### src/rtl/sltcr_cfg.svh
`ifndef SLTCR_CFG_SVH
`define SLTCR_CFG_SVH

// register indices; byte address is four times the index
`define SLTCR_IDX_SER_POL       16'h0706
`define SLTCR_IDX_ASYNC_SER     16'h070A
`define SLTCR_IDX_LINK_RST      16'h0710
`define SLTCR_IDX_MODE_CHECK    16'h0711
`define SLTCR_IDX_QS_OVERRIDE   16'h0712
`define SLTCR_IDX_PHASE_STAT    16'h0713
`define SLTCR_IDX_LANE_DIV      16'h0717
`define SLTCR_IDX_LINK_PAGE     16'h0718

// field positions
`define SLTCR_BIT_SER_POL       0
`define SLTCR_BIT_LOOP2_INV     4
`define SLTCR_BIT_LOOP1_INV     5
`define SLTCR_BIT_ASYNC_SER     0
`define SLTCR_BIT_FORCE_RST     0
`define SLTCR_BIT_DIG_RST       4
`define SLTCR_BIT_BAD_MODE      0
`define SLTCR_BIT_QS_OVERRIDE   0
`define SLTCR_BIT_PHASE         0
`define SLTCR_BIT_PAGE          0
`define SLTCR_DIV_MSB           1
`define SLTCR_DIV_LSB           0

// reset values
`define SLTCR_RST_SER_POL       1'h0
`define SLTCR_RST_LOOP_INV      1'h0
`define SLTCR_RST_ASYNC_SER     1'h0
`define SLTCR_RST_FORCE_RST     1'h1
`define SLTCR_RST_DIG_RST       1'h0
`define SLTCR_RST_QS_OVERRIDE   1'h0
`define SLTCR_RST_LANE_DIV      2'h2
`define SLTCR_RST_PAGE          1'h0

`endif

### src/rtl/sltcr_pkg.sv
package sltcr_pkg;

    typedef struct packed {
        logic loop1_lane_clock_inv;
        logic loop2_link_clock_inv;
        logic serial_clock_polarity;
    } sltcr_clk_ctrl_t;

    typedef struct packed {
        logic        psel;
        logic        penable;
        logic        pwrite;
        logic [15:0] paddr;
        logic [31:0] pwdata;
    } sltcr_apb_req_t;

    typedef struct packed {
        logic        pready;
        logic        pslverr;
        logic [31:0] prdata;
    } sltcr_apb_rsp_t;

endpackage

### src/rtl/sltcr_clk_path.sv
`timescale 1ns/1ps
`include "sltcr_cfg.svh"

module sltcr_clk_path
    import sltcr_pkg::*;
(
    // clock and reset
    input  wire logic            clk,
    input  wire logic            rst,
    // control
    input  wire sltcr_clk_ctrl_t ctrl,
    input  wire logic [1:0]      div_sel,
    // clocks in
    input  wire logic            ser_clk,
    input  wire logic            lane_clk,
    input  wire logic            link_clk,
    // clocks out
    output logic                 ser_clk_dout,
    output logic                 lane_clk_loop1,
    output logic                 link_clk_loop2,
    output logic                 rate_strobe
);

    logic [2:0] cnt_q;
    logic [2:0] cnt_d;
    logic [2:0] limit;
    logic       strobe_q;

    ////////////////////////////////////////////////////////////////////////////
    // polarity selection
    assign ser_clk_dout   = ser_clk ^ ctrl.serial_clock_polarity;
    assign lane_clk_loop1 = lane_clk ^ ctrl.loop1_lane_clock_inv;
    assign link_clk_loop2 = link_clk ^ ctrl.loop2_link_clock_inv;

    ////////////////////////////////////////////////////////////////////////////
    // rate divider: code n divides by two to the n
    always_comb
    begin
        limit = 3'((4'h1 << div_sel) - 4'h1);
        cnt_d = (cnt_q >= limit) ? 3'h0 : 3'(cnt_q + 3'h1);
    end

    always_ff @(posedge clk or posedge rst)
    begin
        if (rst)
        begin
            cnt_q    <= 3'h0;
            strobe_q <= 1'h0;
        end
        else
        begin
            cnt_q    <= cnt_d;
            strobe_q <= (cnt_q >= limit);
        end
    end

    assign rate_strobe = strobe_q;

endmodule

### src/rtl/sltcr_regs.sv
// How it works
// - serial clock polarity bit inverts output clock
// - bit 5 inverts loopback 1 lane clock
// - bit 4 inverts loopback 2 link clock
// - bit 4 holds link in digital reset
// - forced link reset defaults one, per page
// - override bit swaps in programmed frame values
// - divider field: 0 undivided, 1 halves; resets 2
// - divider field mirrors PLL-space divider setting
//
// Local design decision: the APB register port.
`timescale 1ns/1ps
`include "sltcr_cfg.svh"

module sltcr_regs
    import sltcr_pkg::*;
#(
    parameter int FRAME_W = 16
)
(
    // clock and reset
    input  wire logic               CORE_CLK,
    input  wire logic               RESET,
    // apb slave
    input  wire logic               PSEL,
    input  wire logic               PENABLE,
    input  wire logic               PWRITE,
    input  wire logic [15:0]        PADDR,
    input  wire logic [31:0]        PWDATA,
    output logic                    PREADY,
    output logic                    PSLVERR,
    output logic [31:0]             PRDATA,
    // pll register space mirror
    input  wire logic               PLL_DIV_WE,
    input  wire logic [1:0]         PLL_DIV_WDATA,
    output logic [1:0]              PLL_DIV_MIRROR,
    // link status
    input  wire logic [1:0]         BAD_MODE_IN,
    input  wire logic [1:0]         PHASE_ALIGNED_IN,
    // frame values
    input  wire logic [FRAME_W-1:0] QS_FRAME_VAL,
    input  wire logic [FRAME_W-1:0] PROG_FRAME_VAL,
    output logic [FRAME_W-1:0]      FRAME_VAL,
    // link controls
    output logic [1:0]              LINK_RESET,
    output logic [1:0]              LINK_DIG_RESET,
    output logic                    ASYNC_SER_MODE,
    output logic [1:0]              LANE_DIV_SEL,
    // clocks
    input  wire logic               SER_CLK_IN,
    input  wire logic               LANE_CLK_IN,
    input  wire logic               LINK_CLK_IN,
    output logic                    SER_CLK_DOUT,
    output logic                    LANE_CLK_LOOP1,
    output logic                    LINK_CLK_LOOP2,
    output logic                    LANE_RATE_STROBE
);

    ////////////////////////////////////////////////////////////////////////////
    // decode helpers

    function automatic logic hit(input logic [15:0] addr, input logic [15:0] idx);
        logic [17:0] byte_addr;
        byte_addr = {idx, 2'b00};
        hit       = (addr == byte_addr[15:0]);
    endfunction

    function automatic logic mapped(input logic [15:0] addr);
        mapped = hit(addr, `SLTCR_IDX_SER_POL)
               | hit(addr, `SLTCR_IDX_ASYNC_SER)
               | hit(addr, `SLTCR_IDX_LINK_RST)
               | hit(addr, `SLTCR_IDX_MODE_CHECK)
               | hit(addr, `SLTCR_IDX_QS_OVERRIDE)
               | hit(addr, `SLTCR_IDX_PHASE_STAT)
               | hit(addr, `SLTCR_IDX_LANE_DIV)
               | hit(addr, `SLTCR_IDX_LINK_PAGE);
    endfunction

    ////////////////////////////////////////////////////////////////////////////
    // bus request

    sltcr_apb_req_t  req;
    sltcr_apb_rsp_t  rsp;
    sltcr_clk_ctrl_t clk_ctrl;

    logic            setup;
    logic            access;
    logic            wr_en;
    logic [7:0]      wbyte;

    assign req.psel    = PSEL;
    assign req.penable = PENABLE;
    assign req.pwrite  = PWRITE;
    assign req.paddr   = PADDR;
    assign req.pwdata  = PWDATA;

    assign setup  = req.psel & ~req.penable;
    assign access = req.psel & req.penable;
    assign wr_en  = access & req.pwrite;
    assign wbyte  = req.pwdata[7:0];

    ////////////////////////////////////////////////////////////////////////////
    // register state

    logic       ser_pol_q;
    logic       loop1_inv_q;
    logic       loop2_inv_q;
    logic       async_q;
    logic       page_q;
    logic [1:0] force_rst_q;
    logic [1:0] dig_rst_q;
    logic       override_q;
    logic [1:0] div_q;
    logic [1:0] div_d;
    logic [FRAME_W-1:0] frame_q;
    logic [31:0] rdata_q;
    logic [7:0]  rbyte;

    ////////////////////////////////////////////////////////////////////////////
    // clock polarity register

    always_ff @(posedge CORE_CLK or posedge RESET)
    begin
        if (RESET)
        begin
            ser_pol_q   <= `SLTCR_RST_SER_POL;
            loop1_inv_q <= `SLTCR_RST_LOOP_INV;
            loop2_inv_q <= `SLTCR_RST_LOOP_INV;
        end
        else if (wr_en && hit(req.paddr, `SLTCR_IDX_SER_POL))
        begin
            ser_pol_q   <= wbyte[`SLTCR_BIT_SER_POL];
            loop1_inv_q <= wbyte[`SLTCR_BIT_LOOP1_INV];
            loop2_inv_q <= wbyte[`SLTCR_BIT_LOOP2_INV];
        end
    end

    ////////////////////////////////////////////////////////////////////////////
    // async serializer setting

    always_ff @(posedge CORE_CLK or posedge RESET)
    begin
        if (RESET)
        begin
            async_q <= `SLTCR_RST_ASYNC_SER;
        end
        else if (wr_en && hit(req.paddr, `SLTCR_IDX_ASYNC_SER))
        begin
            async_q <= wbyte[`SLTCR_BIT_ASYNC_SER];
        end
    end

    ////////////////////////////////////////////////////////////////////////////
    // link page select

    always_ff @(posedge CORE_CLK or posedge RESET)
    begin
        if (RESET)
        begin
            page_q <= `SLTCR_RST_PAGE;
        end
        else if (wr_en && hit(req.paddr, `SLTCR_IDX_LINK_PAGE))
        begin
            page_q <= wbyte[`SLTCR_BIT_PAGE];
        end
    end

    ////////////////////////////////////////////////////////////////////////////
    // per-link resets, steered by the page

    always_ff @(posedge CORE_CLK or posedge RESET)
    begin
        if (RESET)
        begin
            force_rst_q <= {2{`SLTCR_RST_FORCE_RST}};
            dig_rst_q   <= {2{`SLTCR_RST_DIG_RST}};
        end
        else if (wr_en && hit(req.paddr, `SLTCR_IDX_LINK_RST))
        begin
            force_rst_q[page_q] <= wbyte[`SLTCR_BIT_FORCE_RST];
            dig_rst_q[page_q]   <= wbyte[`SLTCR_BIT_DIG_RST];
        end
    end

    ////////////////////////////////////////////////////////////////////////////
    // quick setup override and frame value select

    always_ff @(posedge CORE_CLK or posedge RESET)
    begin
        if (RESET)
        begin
            override_q <= `SLTCR_RST_QS_OVERRIDE;
        end
        else if (wr_en && hit(req.paddr, `SLTCR_IDX_QS_OVERRIDE))
        begin
            override_q <= wbyte[`SLTCR_BIT_QS_OVERRIDE];
        end
    end

    always_ff @(posedge CORE_CLK or posedge RESET)
    begin
        if (RESET)
        begin
            frame_q <= '0;
        end
        else
        begin
            frame_q <= override_q ? PROG_FRAME_VAL : QS_FRAME_VAL;
        end
    end

    ////////////////////////////////////////////////////////////////////////////
    // lane-rate divider, shared with the pll register space

    always_comb
    begin
        div_d = div_q;
        if (PLL_DIV_WE)
        begin
            div_d = PLL_DIV_WDATA;
        end
        if (wr_en && hit(req.paddr, `SLTCR_IDX_LANE_DIV))
        begin
            div_d = wbyte[`SLTCR_DIV_MSB:`SLTCR_DIV_LSB];
        end
    end

    always_ff @(posedge CORE_CLK or posedge RESET)
    begin
        if (RESET)
        begin
            div_q <= `SLTCR_RST_LANE_DIV;
        end
        else
        begin
            div_q <= div_d;
        end
    end

    ////////////////////////////////////////////////////////////////////////////
    // read mux

    always_comb
    begin
        rbyte = 8'h00;
        if (hit(req.paddr, `SLTCR_IDX_SER_POL))
        begin
            rbyte[`SLTCR_BIT_SER_POL]   = ser_pol_q;
            rbyte[`SLTCR_BIT_LOOP1_INV] = loop1_inv_q;
            rbyte[`SLTCR_BIT_LOOP2_INV] = loop2_inv_q;
        end
        else if (hit(req.paddr, `SLTCR_IDX_ASYNC_SER))
        begin
            rbyte[`SLTCR_BIT_ASYNC_SER] = async_q;
        end
        else if (hit(req.paddr, `SLTCR_IDX_LINK_RST))
        begin
            rbyte[`SLTCR_BIT_FORCE_RST] = force_rst_q[page_q];
            rbyte[`SLTCR_BIT_DIG_RST]   = dig_rst_q[page_q];
        end
        else if (hit(req.paddr, `SLTCR_IDX_MODE_CHECK))
        begin
            rbyte[`SLTCR_BIT_BAD_MODE] = BAD_MODE_IN[page_q];
        end
        else if (hit(req.paddr, `SLTCR_IDX_QS_OVERRIDE))
        begin
            rbyte[`SLTCR_BIT_QS_OVERRIDE] = override_q;
        end
        else if (hit(req.paddr, `SLTCR_IDX_PHASE_STAT))
        begin
            rbyte[`SLTCR_BIT_PHASE] = PHASE_ALIGNED_IN[page_q];
        end
        else if (hit(req.paddr, `SLTCR_IDX_LANE_DIV))
        begin
            rbyte[`SLTCR_DIV_MSB:`SLTCR_DIV_LSB] = div_q;
        end
        else if (hit(req.paddr, `SLTCR_IDX_LINK_PAGE))
        begin
            rbyte[`SLTCR_BIT_PAGE] = page_q;
        end
    end

    // read data captured in the setup cycle
    always_ff @(posedge CORE_CLK or posedge RESET)
    begin
        if (RESET)
        begin
            rdata_q <= 32'h0000_0000;
        end
        else if (setup && !req.pwrite)
        begin
            rdata_q <= {24'h00_0000, rbyte};
        end
    end

    ////////////////////////////////////////////////////////////////////////////
    // bus answer

    assign rsp.pready  = 1'b1;
    assign rsp.pslverr = access & ~mapped(req.paddr);
    assign rsp.prdata  = rdata_q;

    assign PREADY  = rsp.pready;
    assign PSLVERR = rsp.pslverr;
    assign PRDATA  = rsp.prdata;

    ////////////////////////////////////////////////////////////////////////////
    // outputs

    assign clk_ctrl.serial_clock_polarity = ser_pol_q;
    assign clk_ctrl.loop1_lane_clock_inv  = loop1_inv_q;
    assign clk_ctrl.loop2_link_clock_inv  = loop2_inv_q;

    assign LINK_RESET     = force_rst_q;
    assign LINK_DIG_RESET = dig_rst_q;
    assign ASYNC_SER_MODE = async_q;
    assign LANE_DIV_SEL   = div_q;
    assign PLL_DIV_MIRROR = div_q;
    assign FRAME_VAL      = frame_q;

    ////////////////////////////////////////////////////////////////////////////
    // clock paths

    sltcr_clk_path u_clk_path
    (
        .clk            (CORE_CLK),
        .rst            (RESET),
        .ctrl           (clk_ctrl),
        .div_sel        (div_q),
        .ser_clk        (SER_CLK_IN),
        .lane_clk       (LANE_CLK_IN),
        .link_clk       (LINK_CLK_IN),
        .ser_clk_dout   (SER_CLK_DOUT),
        .lane_clk_loop1 (LANE_CLK_LOOP1),
        .link_clk_loop2 (LINK_CLK_LOOP2),
        .rate_strobe    (LANE_RATE_STROBE)
    );

endmodule

### config.mk
export PLATFORM = sky130hd
export DESIGN_NAME = sltcr_regs
export DESIGN_NICKNAME = d
export VERILOG_FILES = /design/src/rtl/sltcr_pkg.sv /design/src/rtl/sltcr_clk_path.sv /design/src/rtl/sltcr_regs.sv
export VERILOG_INCLUDE_DIRS = /design/src /design/src/rtl
export SDC_FILE = /design/constraint.sdc
export NUM_CORES = 1
export LEC_CHECK = 0
export ABC_AREA = 1
export ABC_CLOCK_PERIOD_IN_PS = 1400
export BUFFER_PORTS_ARGS = -buffer_cell sky130_fd_sc_hd__clkbuf_2
export CAP_MARGIN = 20
export CORE_ASPECT_RATIO = 1.4
export CORE_MARGIN = 2
export CORE_UTILIZATION = 37
export CTS_BUF_LIST = sky130_fd_sc_hd__clkbuf_8
export CTS_CLUSTER_SIZE = 8
export DETAILED_ROUTE_END_ITERATION = 6
export PLACE_DENSITY = 0.76
export SYNTH_ARGS = -nofsm -noshare
export SYNTH_HDL_FRONTEND = slang
export SYNTH_SLANG_ARGS = --single-unit
### constraint.sdc
create_clock -name CORE_CLK -period 1.4 [get_ports CORE_CLK]
set_clock_uncertainty 0.05 [all_clocks]
set_input_delay 0.07 -clock CORE_CLK [delete_from_list [all_inputs] [get_ports CORE_CLK]]
set_output_delay 0.07 -clock CORE_CLK [all_outputs]
set_load 0.02 [all_outputs]
-- After elaboration in Yosys (flattened, before gate mapping)
Cells that the tools add are included.
W data, S select, Z words.
- multiplexer cells: 35
- reduce and logical (&&, ||, !) cells: 10
- equality and inequality tests: 8
- shift operators: 1
- bitwise logic cells: 16
- magnitude comparators: 3
- add/sub/neg operators: 2
- operators by type and width (kind ; count):
    $eq A16 B13 Y1 const B ; 8
    $mux W1 ; 28
    $mux W16 ; 1
    $logic_and A1 B1 Y1 ; 8
    $or A1 B1 Y1 ; 7
    $and A1 B1 Y1 ; 4
    $bwmux W2 ; 2
    $mux W2 ; 2
    $add A3 B1 Y3 const B ; 1
    $ge A3 B3 Y1 ; 1
    $mux W3 ; 1
    $shl A1 B2 Y3 const A ; 1
    $sub A3 B1 Y3 const B ; 1
    $xor A1 B1 Y1 ; 3
    $lt A1 B2 Y1 const B ; 1
    $not A1 Y1 ; 2
    $reduce_bool A2 Y1 ; 1
    $demux W1 S1 ; 1
    $ge A1 B1 Y1 const B ; 1
    $logic_not A1 Y1 ; 1
- input bits: 95
- word-level logic and storage cells: 88
- flip-flop bits (word level): 36

-- Depth between registers and ports, before layout
- depth in word-level cells: 10
- mapped depth: 11

-- By module
From an unflattened synthesis, not the netlist that was laid out.
- cell total of the unflattened synthesis: 244
- area, all modules: 2138.3 um^2
- modules (own cells, without submodules) (module ; area an instance (um^2) ; instances ; sequential area each (um^2) ; cells an instance):
    sltcr_regs ; 1883.1 ; 1 ; 804.5 ; 216
    sltcr_clk_path ; 255.2 ; 1 ; 100.1 ; 28

-- Worst setup path before layout
Ideal clock, no wire load.
- path kind: reg2reg
- from: register div_q[1] (netlist: LANE_DIV_SEL[1])
- to: register u_clk_path.cnt_q[0]
- library setup time: 129 ps
- clock period less this slack: 1489 ps
- stages on the path, launching flop included: 6
- setup slack: -89 ps
- buffers on the path: 0
- arrival time: 1310 ps
- cells stage by stage: dfstp_2 inv_1 ha_1 nand2_1 o211ai_1 nor2_1
- longest elaborated chain between the ends: 4
- RTL lines (element ; RTL line ; RTL):
    start: declaration ; sltcr_regs.sv:113 ; logic [1:0] div_q;
    start signal: assignment ; sltcr_regs.sv:232 ; div_q <= `SLTCR_RST_LANE_DIV;
    start signal: assignment ; sltcr_regs.sv:236 ; div_q <= div_d;
    $shl A1 B2 Y3 ; sltcr_clk_path.sv:39 ; limit = 3'((4'h1 << div_sel) - 4'h1);
    $sub A3 B1 Y3 ; sltcr_clk_path.sv:39 ;
    $ge A3 B3 Y1 ; sltcr_clk_path.sv:40 ; cnt_d = (cnt_q >= limit) ? 3'h0 : 3'(cnt_q + 3'h1);
    $mux W3 ; sltcr_clk_path.sv:40 ;
    named net u_clk_path.cnt_d[0] ; sltcr_clk_path.sv:25 ; logic [2:0] cnt_d;
    end signal: assignment ; sltcr_clk_path.sv:52 ; cnt_q <= cnt_d;
    end: declaration ; sltcr_clk_path.sv:24 ; logic [2:0] cnt_q;
The timed path passes the listed nets, and every way through them passes these cells.
A chain may end at the register's enable or synchronous reset.

-- Final worst setup path
Same ends and word-level chain as after synthesis.

==> impl_metrics.yaml <==
global_route:
  first_pass_grt_wire_length_um: 8680
  grtUsageMet3_pct: 3.730
  grt_pass1_vias: 2062
  grt_start_max_net_pins: 37
  grt_util_met1_pct: 17.98
  grt_antenna_before_repair: 0
  globalRoute.busiestLayer: "met2"
  gr-usage-met2_pct: 35.13
  globalRouteTotalUtil_pct: 18.33
  global_route.overflow_total: 0
final_layout:
  final_cell_area_um2: 3148
  area_growth_syn_to_layout_pct: 49.76
  mostFrequentLayoutCell: "clkbuf_2"
  insertedDiodeCount: 0
  design.final.nets: 478
  drive_above_1_share_pct: 42.37
  final_cell_mix: "clkbuf_2 (100), dlygate4sd3_1 (36), dfrtp_1 (33), nand2_1 (30), conb_1 (29)"
job:
  maxCapViolations: 0
floorplanning:
  dieArea_um2: 6309
  die_height_um: 93.19
  io_pins: 158
  initial_core_util_pct: 38.32
  die-width_um: 67.70
  rows: 32
  coreArea_um2: 5485
clock_tree:
  cts_num_sinks: 36
  htreeDepth: 2
  tritoncts: "yes"
  max-clock-path-buffers: 2
  clock-root-buffer: "clkbuf_8"
  cts_inserted_buffers: 5
  worst_skew_pair_latency_ns: 0.28
  cts.clk_slew.worst_paths_ns: 0.07
placed_design:
  post_dp_cell_area_um2: 2666
  place.port_buffers: 100
  dp_worst_setup_slack_ns: -0.1067
  finalWeightedCongestion: 0.7915
  detailed_place_hpwl_um: 3851
sta:
  worst_slack_ns: -0.06563
  final_period_minus_worst_setup_slack_ns: 1.466
  timing.final.max_slew_violations: 0
  fmax_mhz: 682.3
  layout_worst_path_cycle_share_pct: 104.7
  grt_setup_unrepaired: "true"
  report.final.setup_viol: 4
  hold_violations: 0
setup_path:
  setup.reg_to_reg.worst_slack_ns: -0.07
  crit_path_max_fanout: 4
  startpoint: "LANE_DIV_SEL[1]"
  path_class: "reg -> reg"
  r2r-start: "LANE_DIV_SEL[1]"
  worstReg2RegEnd: "u_clk_path.cnt_q[0]"
  capturing_element_type_of_the_critical_path: "flip-flop"
  timing.critical_path.arrival_ns: 1.59
  crit_required_ns: 1.53
  worst_r2r_path_depth: 6
  timing.critical_path.from_type: "flip-flop"
logic_synthesis:
  netlist_area_before_placement_um2: 2102
  synthArstFlopShare_pct: 100.0
  synth.distinct_cells: 32
  yosys.area.top_type_share_pct: 39.29
  ys_top_cells_by_area: "dfrtp_1 (39%), buf_4 (11%), mux2_2 (8.6%)"
  yosys.area.top_type: "dfrtp_1"
  synth-edff-count: 0
  synthCells: 231
  syn-mean-instance-area_um2: 9.100
  count_of_state_elements_after_synthesis: 36
  postSynth.topFlopCell: "dfrtp_1"
  ys_seq_area_share_pct: 43.04
  ys_warn_count: 0
pwr:
  clock_power_share_pct: 30.4
  share_comb_of_total_power_pct: 28.9
  powerDensity_nw_per_um2: 932.1
  power.share.sequential_pct: 40.7
  p_switching_mw: 0.8784
  power.leakage_nw: 1.653
  switching_share_pct: 29.94
  max-vdd-ir-drop_mv: 0.5186
  power.internal_mw: 2.056
hold_path:
  hp-class: "in -> reg"
  worstHoldPathCells: 3
  hp-start: "PLL_DIV_WE"
  endpoint_of_the_worst_hold_timing_path: "LANE_DIV_SEL[0]"
routing:
  routed_wl_um: 5473
  initialDrtViolationCount: 66
  drt.antenna.violating_nets: 0
  routed_wire_length_per_instance_um: 12.22
  drt_first_pass_iters: 4
  vias_per_cell: 4.431
  via_count_of_the_routed_design: 1985
  route.detailed.drc: 0
status:
  status: "complete, but fails checks"
  violations: "setup timing"
-- state kept, by name (all words and copies together), names as in the netlist --
register,flops
ASYNC_SER_MODE,1
FRAME_VAL,16
override_q,1
PRDATA,4
ser_pol_q,1
LINK_DIG_RESET,2
LANE_DIV_SEL,2
page_q,1
LINK_RESET,2
u_clk_path.rate_strobe,1
loop1_inv_q,1
u_clk_path.cnt_q,3
loop2_inv_q,1
-- routing by layer --
layer,part of all wire [%],vias up,routed length (µm)
li1,-,989,-
met1,35,895,1910
met2,56,89,3058
met3,6.5,12,354
met4,2.7,0,150
met5,0,-,0
-- synthesized netlist by cell type (4+ instances only) --
| cell type | n |
|---|---|
| nor2_1 | 21 |
| inv_1 | 21 |
| buf_2 | 4 |
| mux2_2 | 16 |
| buf_4 | 31 |
| nand3_1 | 14 |
| ha_1 | 4 |
| nand3b_1 | 4 |
| nand2_1 | 32 |
| o21ai_0 | 8 |
| a21oi_1 | 5 |
| dfrtp_1 | 33 |
-- final cells by class --
type | instances | area (µm²)
Fill cell | 474 | 2337
Multi-Input combinational cell | 164 | 993.5
Timing Repair Buffer | 149 | 970.9
Sequential cell | 36 | 904.6
Inverter | 23 | 86.33
Tap cell | 68 | 85.08
Clock buffer | 5 | 68.82
Clock inverter | 3 | 38.79
-- through the flow --
step | total power [mW] | hold WS, ns | setup TNS, ns | util (%) | cells
2_1_floorplan | 1.705 | 0.1685 | -0.2535 | - | 258
3_3_place_gp | 1.866 | 0.1304 | -0.1472 | 48.61 | 403
3_5_place_dp | 1.895 | 0.1389 | -0.3401 | 48.61 | 403
4_1_cts | 2.922 | 0.001906 | -0.1561 | 57.28 | 448
5_1_grt | 3.106 | 0.04955 | -0.4725 | 57.39 | 448
6_report | 2.934 | 0.02706 | -0.2015 | 57.39 | 448
-- critical path, stage by stage, from the launching register on --
cell and delay [ns]:
dfstp_2 0.56, nand2_2 0.07, ha_4 0.29, nand3_1 0.10
o211ai_1 0.10, buf_4 0.15, nor2_1 0.04
-- power by group through the flow --
stage	Combinational (mW)	Clock, mW	Sequential (mW)
final	0.847	0.892	1.19
after global routing	0.933	0.971	1.20
after global placement	0.654	0	1.21
after floorplan	0.438	0	1.27
after CTS	0.805	0.922	1.19
after detailed placement	0.680	0	1.21
-- cell families after synthesis --
| family | Yosys count | share of synthesized area (%) |
|---|---|---|
| XOR/XNOR | 4 | 1.667 |
| other | 2 | 0.3573 |
| adder cells (fa/ha/maj) | 4 | 2.381 |
| AND/OR/NAND/NOR | 89 | 21.19 |
| AO/OA/AOI/OAI | 21 | 5.952 |
| flip-flops | 36 | 43.04 |
| buffers and inverters | 58 | 16.13 |
| multiplexers | 17 | 9.285 |
-- worst max-delay path by stage --
stage / cells past startpoint / to / slack [ns]
finish: 6 / u_clk_path.cnt_q[0] / -0.07
floorplan: 5 / u_clk_path.cnt_q[0] / -0.08
global placement: 5 / u_clk_path.cnt_q[0] / -0.05
detailed placement: 5 / u_clk_path.cnt_q[0] / -0.11
global route: 7 / u_clk_path.cnt_q[2] / -0.14
CTS: 6 / u_clk_path.cnt_q[2] / -0.05
-- what timing repair did --
action                     4_1_cts  5_1_grt
hold endpoints to repair        52        0
pin swaps                        1        0
setup endpoints to repair        4        4
gates resized for setup          0        2
hold buffers                    36        0
setup buffers                    1        0
No activity file was read; power rests on OpenSTA's default activity.
